===== src/hw/dual_adc_consts.vh =====
`ifndef DUAL_ADC_CONSTS_VH
`define DUAL_ADC_CONSTS_VH
`define ADC_WIDTH 10
`define CODE_MID 10'h200
`define CODE_POS_FS 10'h3ff
`define CODE_NEG_FS 10'h000
`define CODE_MSB 9
`define CFG_GND 2'h0
`define CFG_THIRD 2'h1
`define CFG_TWO_THIRD 2'h2
`define CFG_FULL 2'h3
`define NAP_RECOVER_CYCLES 100
`define SLEEP_RECOVER_MS 2
`define CLK_HZ 25000000
`define SLEEP_RECOVER_CYCLES ((`SLEEP_RECOVER_MS * `CLK_HZ) / 1000)
`define CNT_WIDTH 17
`define LATENCY_CYCLES 2
`endif


===== src/hw/skid_buffer.v =====
`timescale 1ns/1ps
module skid_buffer (
    input wire i_mclk,
    input wire i_rst,
    input wire i_valid,
    input wire [10:0] i_data,
    output wire o_ready,
    output wire o_valid,
    output wire [10:0] o_data,
    input wire i_ready
);
    reg [10:0] mem_ff [0:1];
    reg wr_ptr_ff;
    reg rd_ptr_ff;
    reg [1:0] count_ff;
    wire push;
    wire pop;
    assign o_ready = (count_ff != 2'h2);
    assign o_valid = (count_ff != 2'h0);
    assign o_data = mem_ff[rd_ptr_ff];
    assign push = i_valid && o_ready;
    assign pop = o_valid && i_ready;
    always @(posedge i_mclk or posedge i_rst) begin
        if (i_rst) begin
            mem_ff[0] <= 11'h000;
            mem_ff[1] <= 11'h000;
            wr_ptr_ff <= 1'b0;
            rd_ptr_ff <= 1'b0;
            count_ff <= 2'h0;
        end else begin
            if (push) begin
                mem_ff[wr_ptr_ff] <= i_data;
                wr_ptr_ff <= ~wr_ptr_ff;
            end
            if (pop) begin
                rd_ptr_ff <= ~rd_ptr_ff;
            end
            if (push && !pop) begin
                count_ff <= count_ff + 2'h1;
            end else if (pop && !push) begin
                count_ff <= count_ff - 2'h1;
            end
        end
    end
endmodule // skid_buffer


===== src/hw/dual_adc_output_control.v =====
// Behaviour
// - Offset binary: mid 0x200, ends saturate
// - Two's complement: offset code, top bit inverted
// - Overrange raises flag, word clamped full scale
// - Config levels low pick offset, high twos
// - Stabiliser on only at middle levels
// - One config setting drives both channels
// - Enable_n high floats its own bus data and flag, whichever channel feeds it
// - Each channel has its own enable_n
// - Power-down low means normal operation
// - Power-down and enable_n high means sleep
// - Nap keeps reference, recovers in 100 cycles
// - Sleep or nap floats the bus that channel feeds
// - Channel power modes fully independent
// - Swap select high keeps straight routing
// - Swap select low crosses channel buses
// - Stabiliser only raises its flag; sampling always on rising edge
`timescale 1ns/1ps
`include "dual_adc_consts.vh"
module dual_adc_output_control #(
    parameter SLEEP_RECOVER = `SLEEP_RECOVER_CYCLES
) (
    input wire i_mclk,
    input wire i_rst,
    input wire i_chan_a_sample_clock,
    input wire i_chan_b_sample_clock,
    input wire [10:0] i_chan_a_sample,
    input wire [10:0] i_chan_b_sample,
    input wire [1:0] i_config_level,
    input wire i_chan_a_output_enable_n,
    input wire i_chan_b_output_enable_n,
    input wire i_chan_a_power_down,
    input wire i_chan_b_power_down,
    input wire i_bus_swap_select,
    input wire i_bus_a_ready,
    input wire i_bus_b_ready,
    output reg [9:0] o_bus_a_data,
    output reg o_chan_a_overrange,
    output reg o_bus_a_oe,
    output reg o_bus_a_valid,
    output reg [9:0] o_bus_b_data,
    output reg o_chan_b_overrange,
    output reg o_bus_b_oe,
    output reg o_bus_b_valid,
    output reg o_stabiliser_on,
    output reg o_chan_a_asleep,
    output reg o_chan_b_asleep,
    output reg o_chan_a_napping,
    output reg o_chan_b_napping
);
    localparam ST_RUN = 2'h0;
    localparam ST_NAP = 2'h1;
    localparam ST_SLEEP = 2'h2;
    localparam ST_WAKE = 2'h3;
    localparam [`CNT_WIDTH-1:0] NAP_RECOVER = `NAP_RECOVER_CYCLES;

    // Raw sample: bit 10 overrange flag, low 10 bits offset code before clamp.
    // Input encoding: {over, code}; when over, code msb gives direction.
    function [10:0] format_word;
        input [10:0] raw;
        input twos;
        reg [9:0] code;
        begin
            code = raw[9:0];
            if (raw[10]) begin
                code = raw[`CODE_MSB] ? `CODE_POS_FS : `CODE_NEG_FS;
            end
            if (twos) begin
                code[`CODE_MSB] = ~code[`CODE_MSB];
            end
            format_word = {raw[10], code};
        end
    endfunction

    function is_twos;
        input [1:0] lvl;
        begin
            is_twos = (lvl == `CFG_TWO_THIRD) || (lvl == `CFG_FULL);
        end
    endfunction

    function is_stab;
        input [1:0] lvl;
        begin
            is_stab = (lvl == `CFG_THIRD) || (lvl == `CFG_TWO_THIRD);
        end
    endfunction

    // Pin synchronisers, three stages each; first stage read only by second
    wire [7:0] pin_in;
    assign pin_in = {i_chan_a_sample_clock, i_chan_b_sample_clock,
                     i_chan_a_output_enable_n, i_chan_b_output_enable_n,
                     i_chan_a_power_down, i_chan_b_power_down,
                     i_bus_swap_select, 1'b0};
    reg [7:0] s1_ff;
    reg [7:0] s2_ff;
    reg [7:0] s3_ff;
    reg [7:0] pin_ff;
    reg [1:0] cfg1_ff;
    reg [1:0] cfg2_ff;
    reg [1:0] cfg3_ff;
    reg [1:0] cfg_ff;
    genvar g;
    generate
        for (g = 0; g < 8; g = g + 1) begin : g_sync
            always @(posedge i_mclk or posedge i_rst) begin
                if (i_rst) begin
                    s1_ff[g] <= 1'b0;
                    s2_ff[g] <= 1'b0;
                    s3_ff[g] <= 1'b0;
                    pin_ff[g] <= (g >= 2 && g <= 5) ? 1'b1 : 1'b0;
                end else begin
                    s1_ff[g] <= pin_in[g];
                    s2_ff[g] <= s1_ff[g];
                    s3_ff[g] <= s2_ff[g];
                    if (s2_ff[g] == s3_ff[g]) begin
                        pin_ff[g] <= s3_ff[g];
                    end
                end
            end
        end
    endgenerate

    always @(posedge i_mclk or posedge i_rst) begin
        if (i_rst) begin
            cfg1_ff <= `CFG_GND;
            cfg2_ff <= `CFG_GND;
            cfg3_ff <= `CFG_GND;
            cfg_ff <= `CFG_GND;
        end else begin
            cfg1_ff <= i_config_level;
            cfg2_ff <= cfg1_ff;
            cfg3_ff <= cfg2_ff;
            if (cfg2_ff == cfg3_ff) begin
                cfg_ff <= cfg3_ff;
            end
        end
    end

    wire clk_a = pin_ff[7];
    wire clk_b = pin_ff[6];
    wire [1:0] oe_n = {pin_ff[5], pin_ff[4]};
    wire [1:0] pd = {pin_ff[3], pin_ff[2]};
    wire swap_hi = pin_ff[1];
    wire twos = is_twos(cfg_ff);

    // Sample on rising edge only; falling edge ignored in both stabiliser modes
    reg [1:0] clk_d_ff;
    wire [1:0] rise = {clk_a & ~clk_d_ff[1], clk_b & ~clk_d_ff[0]};

    // Per-channel power state machines and latency pipes
    reg [1:0] st_ff [0:1];
    reg [`CNT_WIDTH-1:0] cnt_ff [0:1];
    reg [10:0] pipe0_ff [0:1];
    reg [10:0] pipe1_ff [0:1];
    reg [1:0] pvld_ff [0:1];
    wire [1:0] run;
    wire [10:0] fifo_out [0:1];
    wire [1:0] fifo_vld;
    wire [1:0] fifo_rdy;
    wire [1:0] drain_rdy;
    wire [10:0] raw_in [0:1];
    assign raw_in[0] = i_chan_b_sample;
    assign raw_in[1] = i_chan_a_sample;

    generate
        for (g = 0; g < 2; g = g + 1) begin : g_chan
            // Index 1 is channel A, index 0 channel B; each uses its own pins plus the shared config level
            assign run[g] = (st_ff[g] == ST_RUN);
            always @(posedge i_mclk or posedge i_rst) begin
                if (i_rst) begin
                    st_ff[g] <= ST_SLEEP;
                    cnt_ff[g] <= {`CNT_WIDTH{1'b0}};
                    pipe0_ff[g] <= 11'h000;
                    pipe1_ff[g] <= 11'h000;
                    pvld_ff[g] <= 2'h0;
                end else begin
                    case (st_ff[g])
                        ST_RUN: begin
                            if (pd[g]) begin
                                st_ff[g] <= oe_n[g] ? ST_SLEEP : ST_NAP;
                            end
                        end
                        ST_NAP: begin
                            if (oe_n[g] && pd[g]) begin
                                st_ff[g] <= ST_SLEEP;
                            end else if (!pd[g]) begin
                                st_ff[g] <= ST_WAKE;
                                cnt_ff[g] <= NAP_RECOVER;
                            end
                        end
                        ST_SLEEP: begin
                            if (!pd[g]) begin
                                st_ff[g] <= ST_WAKE;
                                // Reference recharge makes sleep exit slow
                                cnt_ff[g] <= SLEEP_RECOVER[`CNT_WIDTH-1:0];
                            end else if (!oe_n[g]) begin
                                st_ff[g] <= ST_NAP;
                            end
                        end
                        ST_WAKE: begin
                            if (pd[g]) begin
                                st_ff[g] <= oe_n[g] ? ST_SLEEP : ST_NAP;
                            end else if (cnt_ff[g] <= {{(`CNT_WIDTH-1){1'b0}}, 1'b1}) begin
                                st_ff[g] <= ST_RUN;
                            end else begin
                                cnt_ff[g] <= cnt_ff[g] - {{(`CNT_WIDTH-1){1'b0}}, 1'b1};
                            end
                        end
                        default: begin
                            st_ff[g] <= ST_SLEEP;
                        end
                    endcase
                    // Fixed two-stage latency, one word per rising sample edge
                    if (rise[g] && run[g]) begin
                        pipe0_ff[g] <= format_word(raw_in[g], twos);
                        pipe1_ff[g] <= pipe0_ff[g];
                        pvld_ff[g] <= {pvld_ff[g][0], 1'b1};
                    end else if (!run[g]) begin
                        pvld_ff[g] <= 2'h0;
                    end
                end
            end
            // Word pushed only when it leaves the second stage
            skid_buffer u_buf (
                .i_mclk(i_mclk),
                .i_rst(i_rst),
                .i_valid(rise[g] && run[g] && pvld_ff[g][1]),
                .i_data(pipe1_ff[g]),
                .o_ready(fifo_rdy[g]),
                .o_valid(fifo_vld[g]),
                .o_data(fifo_out[g]),
                .i_ready(drain_rdy[g])
            );
        end
    endgenerate

    // Bus side: straight when select high, crossed when low
    wire src_a = swap_hi ? 1'b1 : 1'b0;
    wire [10:0] word_a = src_a ? fifo_out[1] : fifo_out[0];
    wire [10:0] word_b = src_a ? fifo_out[0] : fifo_out[1];
    wire vld_a = src_a ? fifo_vld[1] : fifo_vld[0];
    wire vld_b = src_a ? fifo_vld[0] : fifo_vld[1];
    // Bus drive requires own enable_n low and the channel feeding the bus running
    wire drive_a = !oe_n[1] && run[src_a ? 1 : 0];
    wire drive_b = !oe_n[0] && run[src_a ? 0 : 1];
    // Ready returned to the channel that currently feeds each bus
    wire take_a = vld_a && (i_bus_a_ready || !drive_a);
    wire take_b = vld_b && (i_bus_b_ready || !drive_b);
    assign drain_rdy[1] = src_a ? take_a : take_b;
    assign drain_rdy[0] = src_a ? take_b : take_a;

    always @(posedge i_mclk or posedge i_rst) begin
        if (i_rst) begin
            clk_d_ff <= 2'h0;
            o_bus_a_data <= 10'h000;
            o_chan_a_overrange <= 1'b0;
            o_bus_a_oe <= 1'b0;
            o_bus_a_valid <= 1'b0;
            o_bus_b_data <= 10'h000;
            o_chan_b_overrange <= 1'b0;
            o_bus_b_oe <= 1'b0;
            o_bus_b_valid <= 1'b0;
            o_stabiliser_on <= 1'b0;
            o_chan_a_asleep <= 1'b1;
            o_chan_b_asleep <= 1'b1;
            o_chan_a_napping <= 1'b0;
            o_chan_b_napping <= 1'b0;
        end else begin
            clk_d_ff <= {clk_a, clk_b};
            o_stabiliser_on <= is_stab(cfg_ff);
            o_bus_a_oe <= drive_a;
            o_bus_b_oe <= drive_b;
            o_bus_a_valid <= drive_a && vld_a && i_bus_a_ready;
            o_bus_b_valid <= drive_b && vld_b && i_bus_b_ready;
            // Undriven bus drains silently; its pins keep the last word
            if (take_a && drive_a) begin
                o_bus_a_data <= word_a[9:0];
                o_chan_a_overrange <= word_a[10];
            end
            if (take_b && drive_b) begin
                o_bus_b_data <= word_b[9:0];
                o_chan_b_overrange <= word_b[10];
            end
            o_chan_a_asleep <= (st_ff[1] == ST_SLEEP);
            o_chan_b_asleep <= (st_ff[0] == ST_SLEEP);
            o_chan_a_napping <= (st_ff[1] == ST_NAP);
            o_chan_b_napping <= (st_ff[0] == ST_NAP);
        end
    end
endmodule // dual_adc_output_control


===== config.mk =====
export PLATFORM = sky130hd
export DESIGN_NAME = dual_adc_output_control
export DESIGN_NICKNAME = d
export VERILOG_FILES = /design/src/hw/skid_buffer.v /design/src/hw/dual_adc_output_control.v
export VERILOG_INCLUDE_DIRS = /design/src /design/src/hw
export SDC_FILE = /design/constraint.sdc
export NUM_CORES = 1
export LEC_CHECK = 0
export BUFFER_PORTS_ARGS = -buffer_cell sky130_fd_sc_hd__buf_2
export CORE_AREA = 2 2 101 175
export DETAILED_ROUTE_END_ITERATION = 8
export DIE_AREA = 0 0 103 177
export PLACE_DENSITY = 0.72
export SLEW_MARGIN = 20
export SYNTH_ARGS = -nofsm -noshare
export SYNTH_HDL_FRONTEND = slang
export SYNTH_SLANG_ARGS = --single-unit

===== constraint.sdc =====
create_clock -name i_mclk -period 9.1 [get_ports i_mclk]
set_clock_uncertainty 0.05 [all_clocks]
set_input_delay 0 -clock i_mclk [delete_from_list [all_inputs] [get_ports i_mclk]]
set_output_delay 0 -clock i_mclk [all_outputs]
set_load 0.01 [all_outputs]

==> results.sh <==
export IMPL_hold_viol=0
export IMPL_p_sw_mw=0.999
export IMPL_drt_pass1_iterations=4
export IMPL_worstPathArrival_ns=3.26
export IMPL_worstSetupStartpointType="flop"
export IMPL_cts_resized_gates=0
export IMPL_relSlewSlack_pct=34.5
export IMPL_antenna_found_initial=0
export IMPL_synth_area_mm2=0.00906
export IMPL_initial_utilization_pct=53.7
export IMPL_crit_type="reg2reg"
export IMPL_cp_required_ns=9.47
export IMPL_cap_viol_max_count=0
export IMPL_via_per_inst=5.74
export IMPL_irDropWorstVdd_mv=0.179
export IMPL_syn_nets=817
export IMPL_port_buffers=65
export IMPL_rows=63
export IMPL_clockBufferDepth=3
export IMPL_die_x_um=103
export IMPL_finalWorstSetupSlack_ns=6.20
export IMPL_synthTopCellsByArea="dfrtp_1 55%, mux2_2 10%, a21oi_1 2.9%"
export IMPL_p_clk_share_pct=28.4
export IMPL_grt_pass1_vias=6831
export IMPL_tns_ns=0
export IMPL_syn_inst=769
export IMPL_grt_usage_pct=23.2
export IMPL_place_ws_ns=6.14
export IMPL_h_tree_depth=1
export IMPL_num_nets_final=916
export IMPL_worst_setup_path_end_kind="flop"
export IMPL_power_frac_comb_pct=26.0
export IMPL_root_buffer="clkbuf_16"
export IMPL_drive_gt1_share_pct=23.9
export IMPL_synth_top_area_cell="dfrtp_1"
export IMPL_area_growth_pct=17.8
export IMPL_clock_sinks=207
export IMPL_core_area_mm2=0.0169
export IMPL_grt_max_degree=131
export IMPL_max_freq_mhz=345
export IMPL_dp_hpwl_um=13300
export IMPL_antenna_cells=0
export IMPL_synth_edf_count=0
export IMPL_vias=6361
export IMPL_finalCritPeriodShare_pct=31.9
export IMPL_numCtsBuffers=20
export IMPL_leakage_nw=4.97
export IMPL_cts_tree="yes"
export IMPL_synth_distinct_cells=66
export IMPL_setup_viol=0
export IMPL_worst_pin_slew_ns=0.983
export IMPL_async_flop_share_pct=100
export IMPL_sw_frac_of_total_pct=33.0
export IMPL_path_clk_slew_ns=0.06
export IMPL_status="finished, final reports clean"
export IMPL_synth_seq_cells=207
export IMPL_drv_slew=0
export IMPL_grt_ovfl_total=0
export IMPL_wl_per_cell_um=18.2
export IMPL_synth_top_area_share_pct=54.9
export IMPL_die_area_mm2=0.0182
export IMPL_yosysSeqAreaShare_pct=57.3
export IMPL_nFillCells=1362
export IMPL_min_period_ns=2.90
export IMPL_r2r_setup_slack_ns=6.20
export IMPL_dr_first_iter_drc_count=248
export IMPL_pwr_share_seq_pct=45.6
export IMPL_rsz0062_at_grt="false"
export IMPL_hold_path_class="in2reg"
export IMPL_fp_dieH_um=177
export IMPL_cp_cell_sequence="ha_1 > nor2b_1 > a21oi_1 > a21o_1 > or4b_2 > nand3_1"
export IMPL_cp_slowest_cell="or4b_2"
export IMPL_drt_wl_total_um=20200
export IMPL_power_density_mw_per_mm2=283
export IMPL_clock_latency_ns=0.49
export IMPL_remaining_drc_errors=0
export IMPL_p_int_mw=2.03
export IMPL_gp_congestion=0.850
export IMPL_p_total_mw=3.03
export IMPL_yosys_warnings=0
export IMPL_crit_fanout=22
export IMPL_drtAntennaViolNets=0
export IMPL_synthFlopType="dfrtp_1"
export IMPL_pin_count=66
export IMPL_grt_pass1_wl_um=33800
export IMPL_worst_path_largest_cell_delay_ns=0.70
export IMPL_syn_area_per_cell_um2=11.8
==> cell families (layout without fill, tap and decap cells) <==
kind of cell / after synthesis / in the layout / synth area share [%]
muxes: 105 / 105 / 12.8
and+or+nand+nor: 201 / 201 / 11.4
buffers and inverters: 54 / 167 / 2.47
DFF: 207 / 207 / 57.3
AOI/OAI and AO/OA: 168 / 168 / 12.1
xor gates and xnor gates: 14 / 14 / 1.35
adders and majority gates: 20 / 20 / 2.57
==> power by group through the flow <==
stage                     logic, mW  registers, mW  clock network, mW
after CTS                     0.784           1.38              0.875
after detailed placement      0.763           1.39                  0
after global routing          0.873           1.41              0.916
after global placement        0.725           1.37                  0
after floorplan               0.587           1.32                  0
final                         0.787           1.38              0.858
==> synth_stat cells, drive strengths merged, types with 4 or more instances <==
master / instances
dfrtp: 199
mux2: 85
nand2: 57
a21oi: 53
o21ai: 48
nor2: 35
clkbuf: 26
nor2b: 22
mux2i: 20
nor3: 19
inv: 18
or4: 14
ha: 13
nand3: 12
o31ai: 12
and2: 9
buf: 8
dfstp: 8
xnor2: 8
a211oi: 7
maj3: 7
or3: 7
a211o: 6
nand2b: 6
nor4: 6
o31a: 6
xor2: 6
a21o: 5
a31o: 5
a221o: 4
o211ai: 4
==> layout make-up <==
type                    count  area, µm²  share of cell area, %
multi-input cells         508       3660                   34.3
well taps                 227        284                   2.66
repair buffers            111        776                   7.27
flip-flops and latches    207       5190                   48.6
clock buffers              28        592                   5.54
clock inverters             8       93.8                  0.879
inverters                  20       82.6                  0.774
==> final timing paths <==
check | from | end | depth (start not counted)
setup / recovery | st_ff[3] | cnt_ff[28] | 6
hold / removal | i_chan_a_power_down | s1_ff[3] | 2
setup reg to reg | st_ff[3] | cnt_ff[28] | 6
hold reg to reg | s1_ff[7] | s2_ff[7] | 0
max in group asynchronous | i_rst | g_chan[1].u_buf.mem_ff[15] | 4
min in group asynchronous | i_rst | cnt_ff[5] | 3
==> per-stage QoR <==
step | cells | util, % | hold slack [ns] | area (µm²)
finish | 1109 | 63.3 | 0.103 | 10700
global placement | 1031 | 56.7 | 0.0594 | 9570
CTS | 1109 | 63.3 | 0.0619 | 10700
floorplan | 769 | - | -0.0186 | 9060
global route | 1109 | 63.3 | 0.0953 | 10700
detailed placement | 1031 | 56.7 | 0.0597 | 9570
==> state kept, by name, summed over array words and instances (netlist names), 7 cells and up <==
signal	flops
pipe1_ff	22
s3_ff	7
s2_ff	7
s1_ff	7
o_bus_b_data	10
g_chan.u_buf.mem_ff	44
pipe0_ff	22
cnt_ff	34
o_bus_a_data	10
==> layer usage <==
layer | part of all wire, % | up-vias | wire length [µm] | global-route usage [%]
li1 | - | 2956 | - | -
met4 | 3.5 | 0 | 702 | 8.55
met2 | 53 | 169 | 10700 | 41.0
met3 | 3.7 | 56 | 746 | 2.96
met1 | 40 | 3180 | 8030 | 28.5
met5 | 0 | - | 0 | 0
==> worst max-delay path, delay by kind of cell (launching register included) <==
kind                     cells  cell delay (ns)
flip-flops                   1             0.55
AND/OR/NAND/NOR              3             1.18
adder cells (fa/ha/maj)      1             0.60
AO/OA/AOI/OAI                2             0.45
==> timing repair <==
item | in CTS | in global routing
endpoints found under the hold margin | 155 | 0
setup buffers | 0 | 0
hold buffers | 42 | 0
==> cells in the final DEF, fill, tap and decap left out, types with 9 or more instances in the layout <==
cell and n:
dlygate4sd3_1 42, buf_2 65, mux2i_1 20, nor2_1 35
and2_1 9, o21ai_0 44, o31ai_1 10, nor2b_1 22
or4_1 13, clkbuf_16 21, nand2_1 56, inv_1 17
dfrtp_1 199, nor3_1 18, a21oi_1 52, nand3_1 12
mux2_2 83, ha_1 13
No activity file was read; power rests on OpenSTA's default activity.
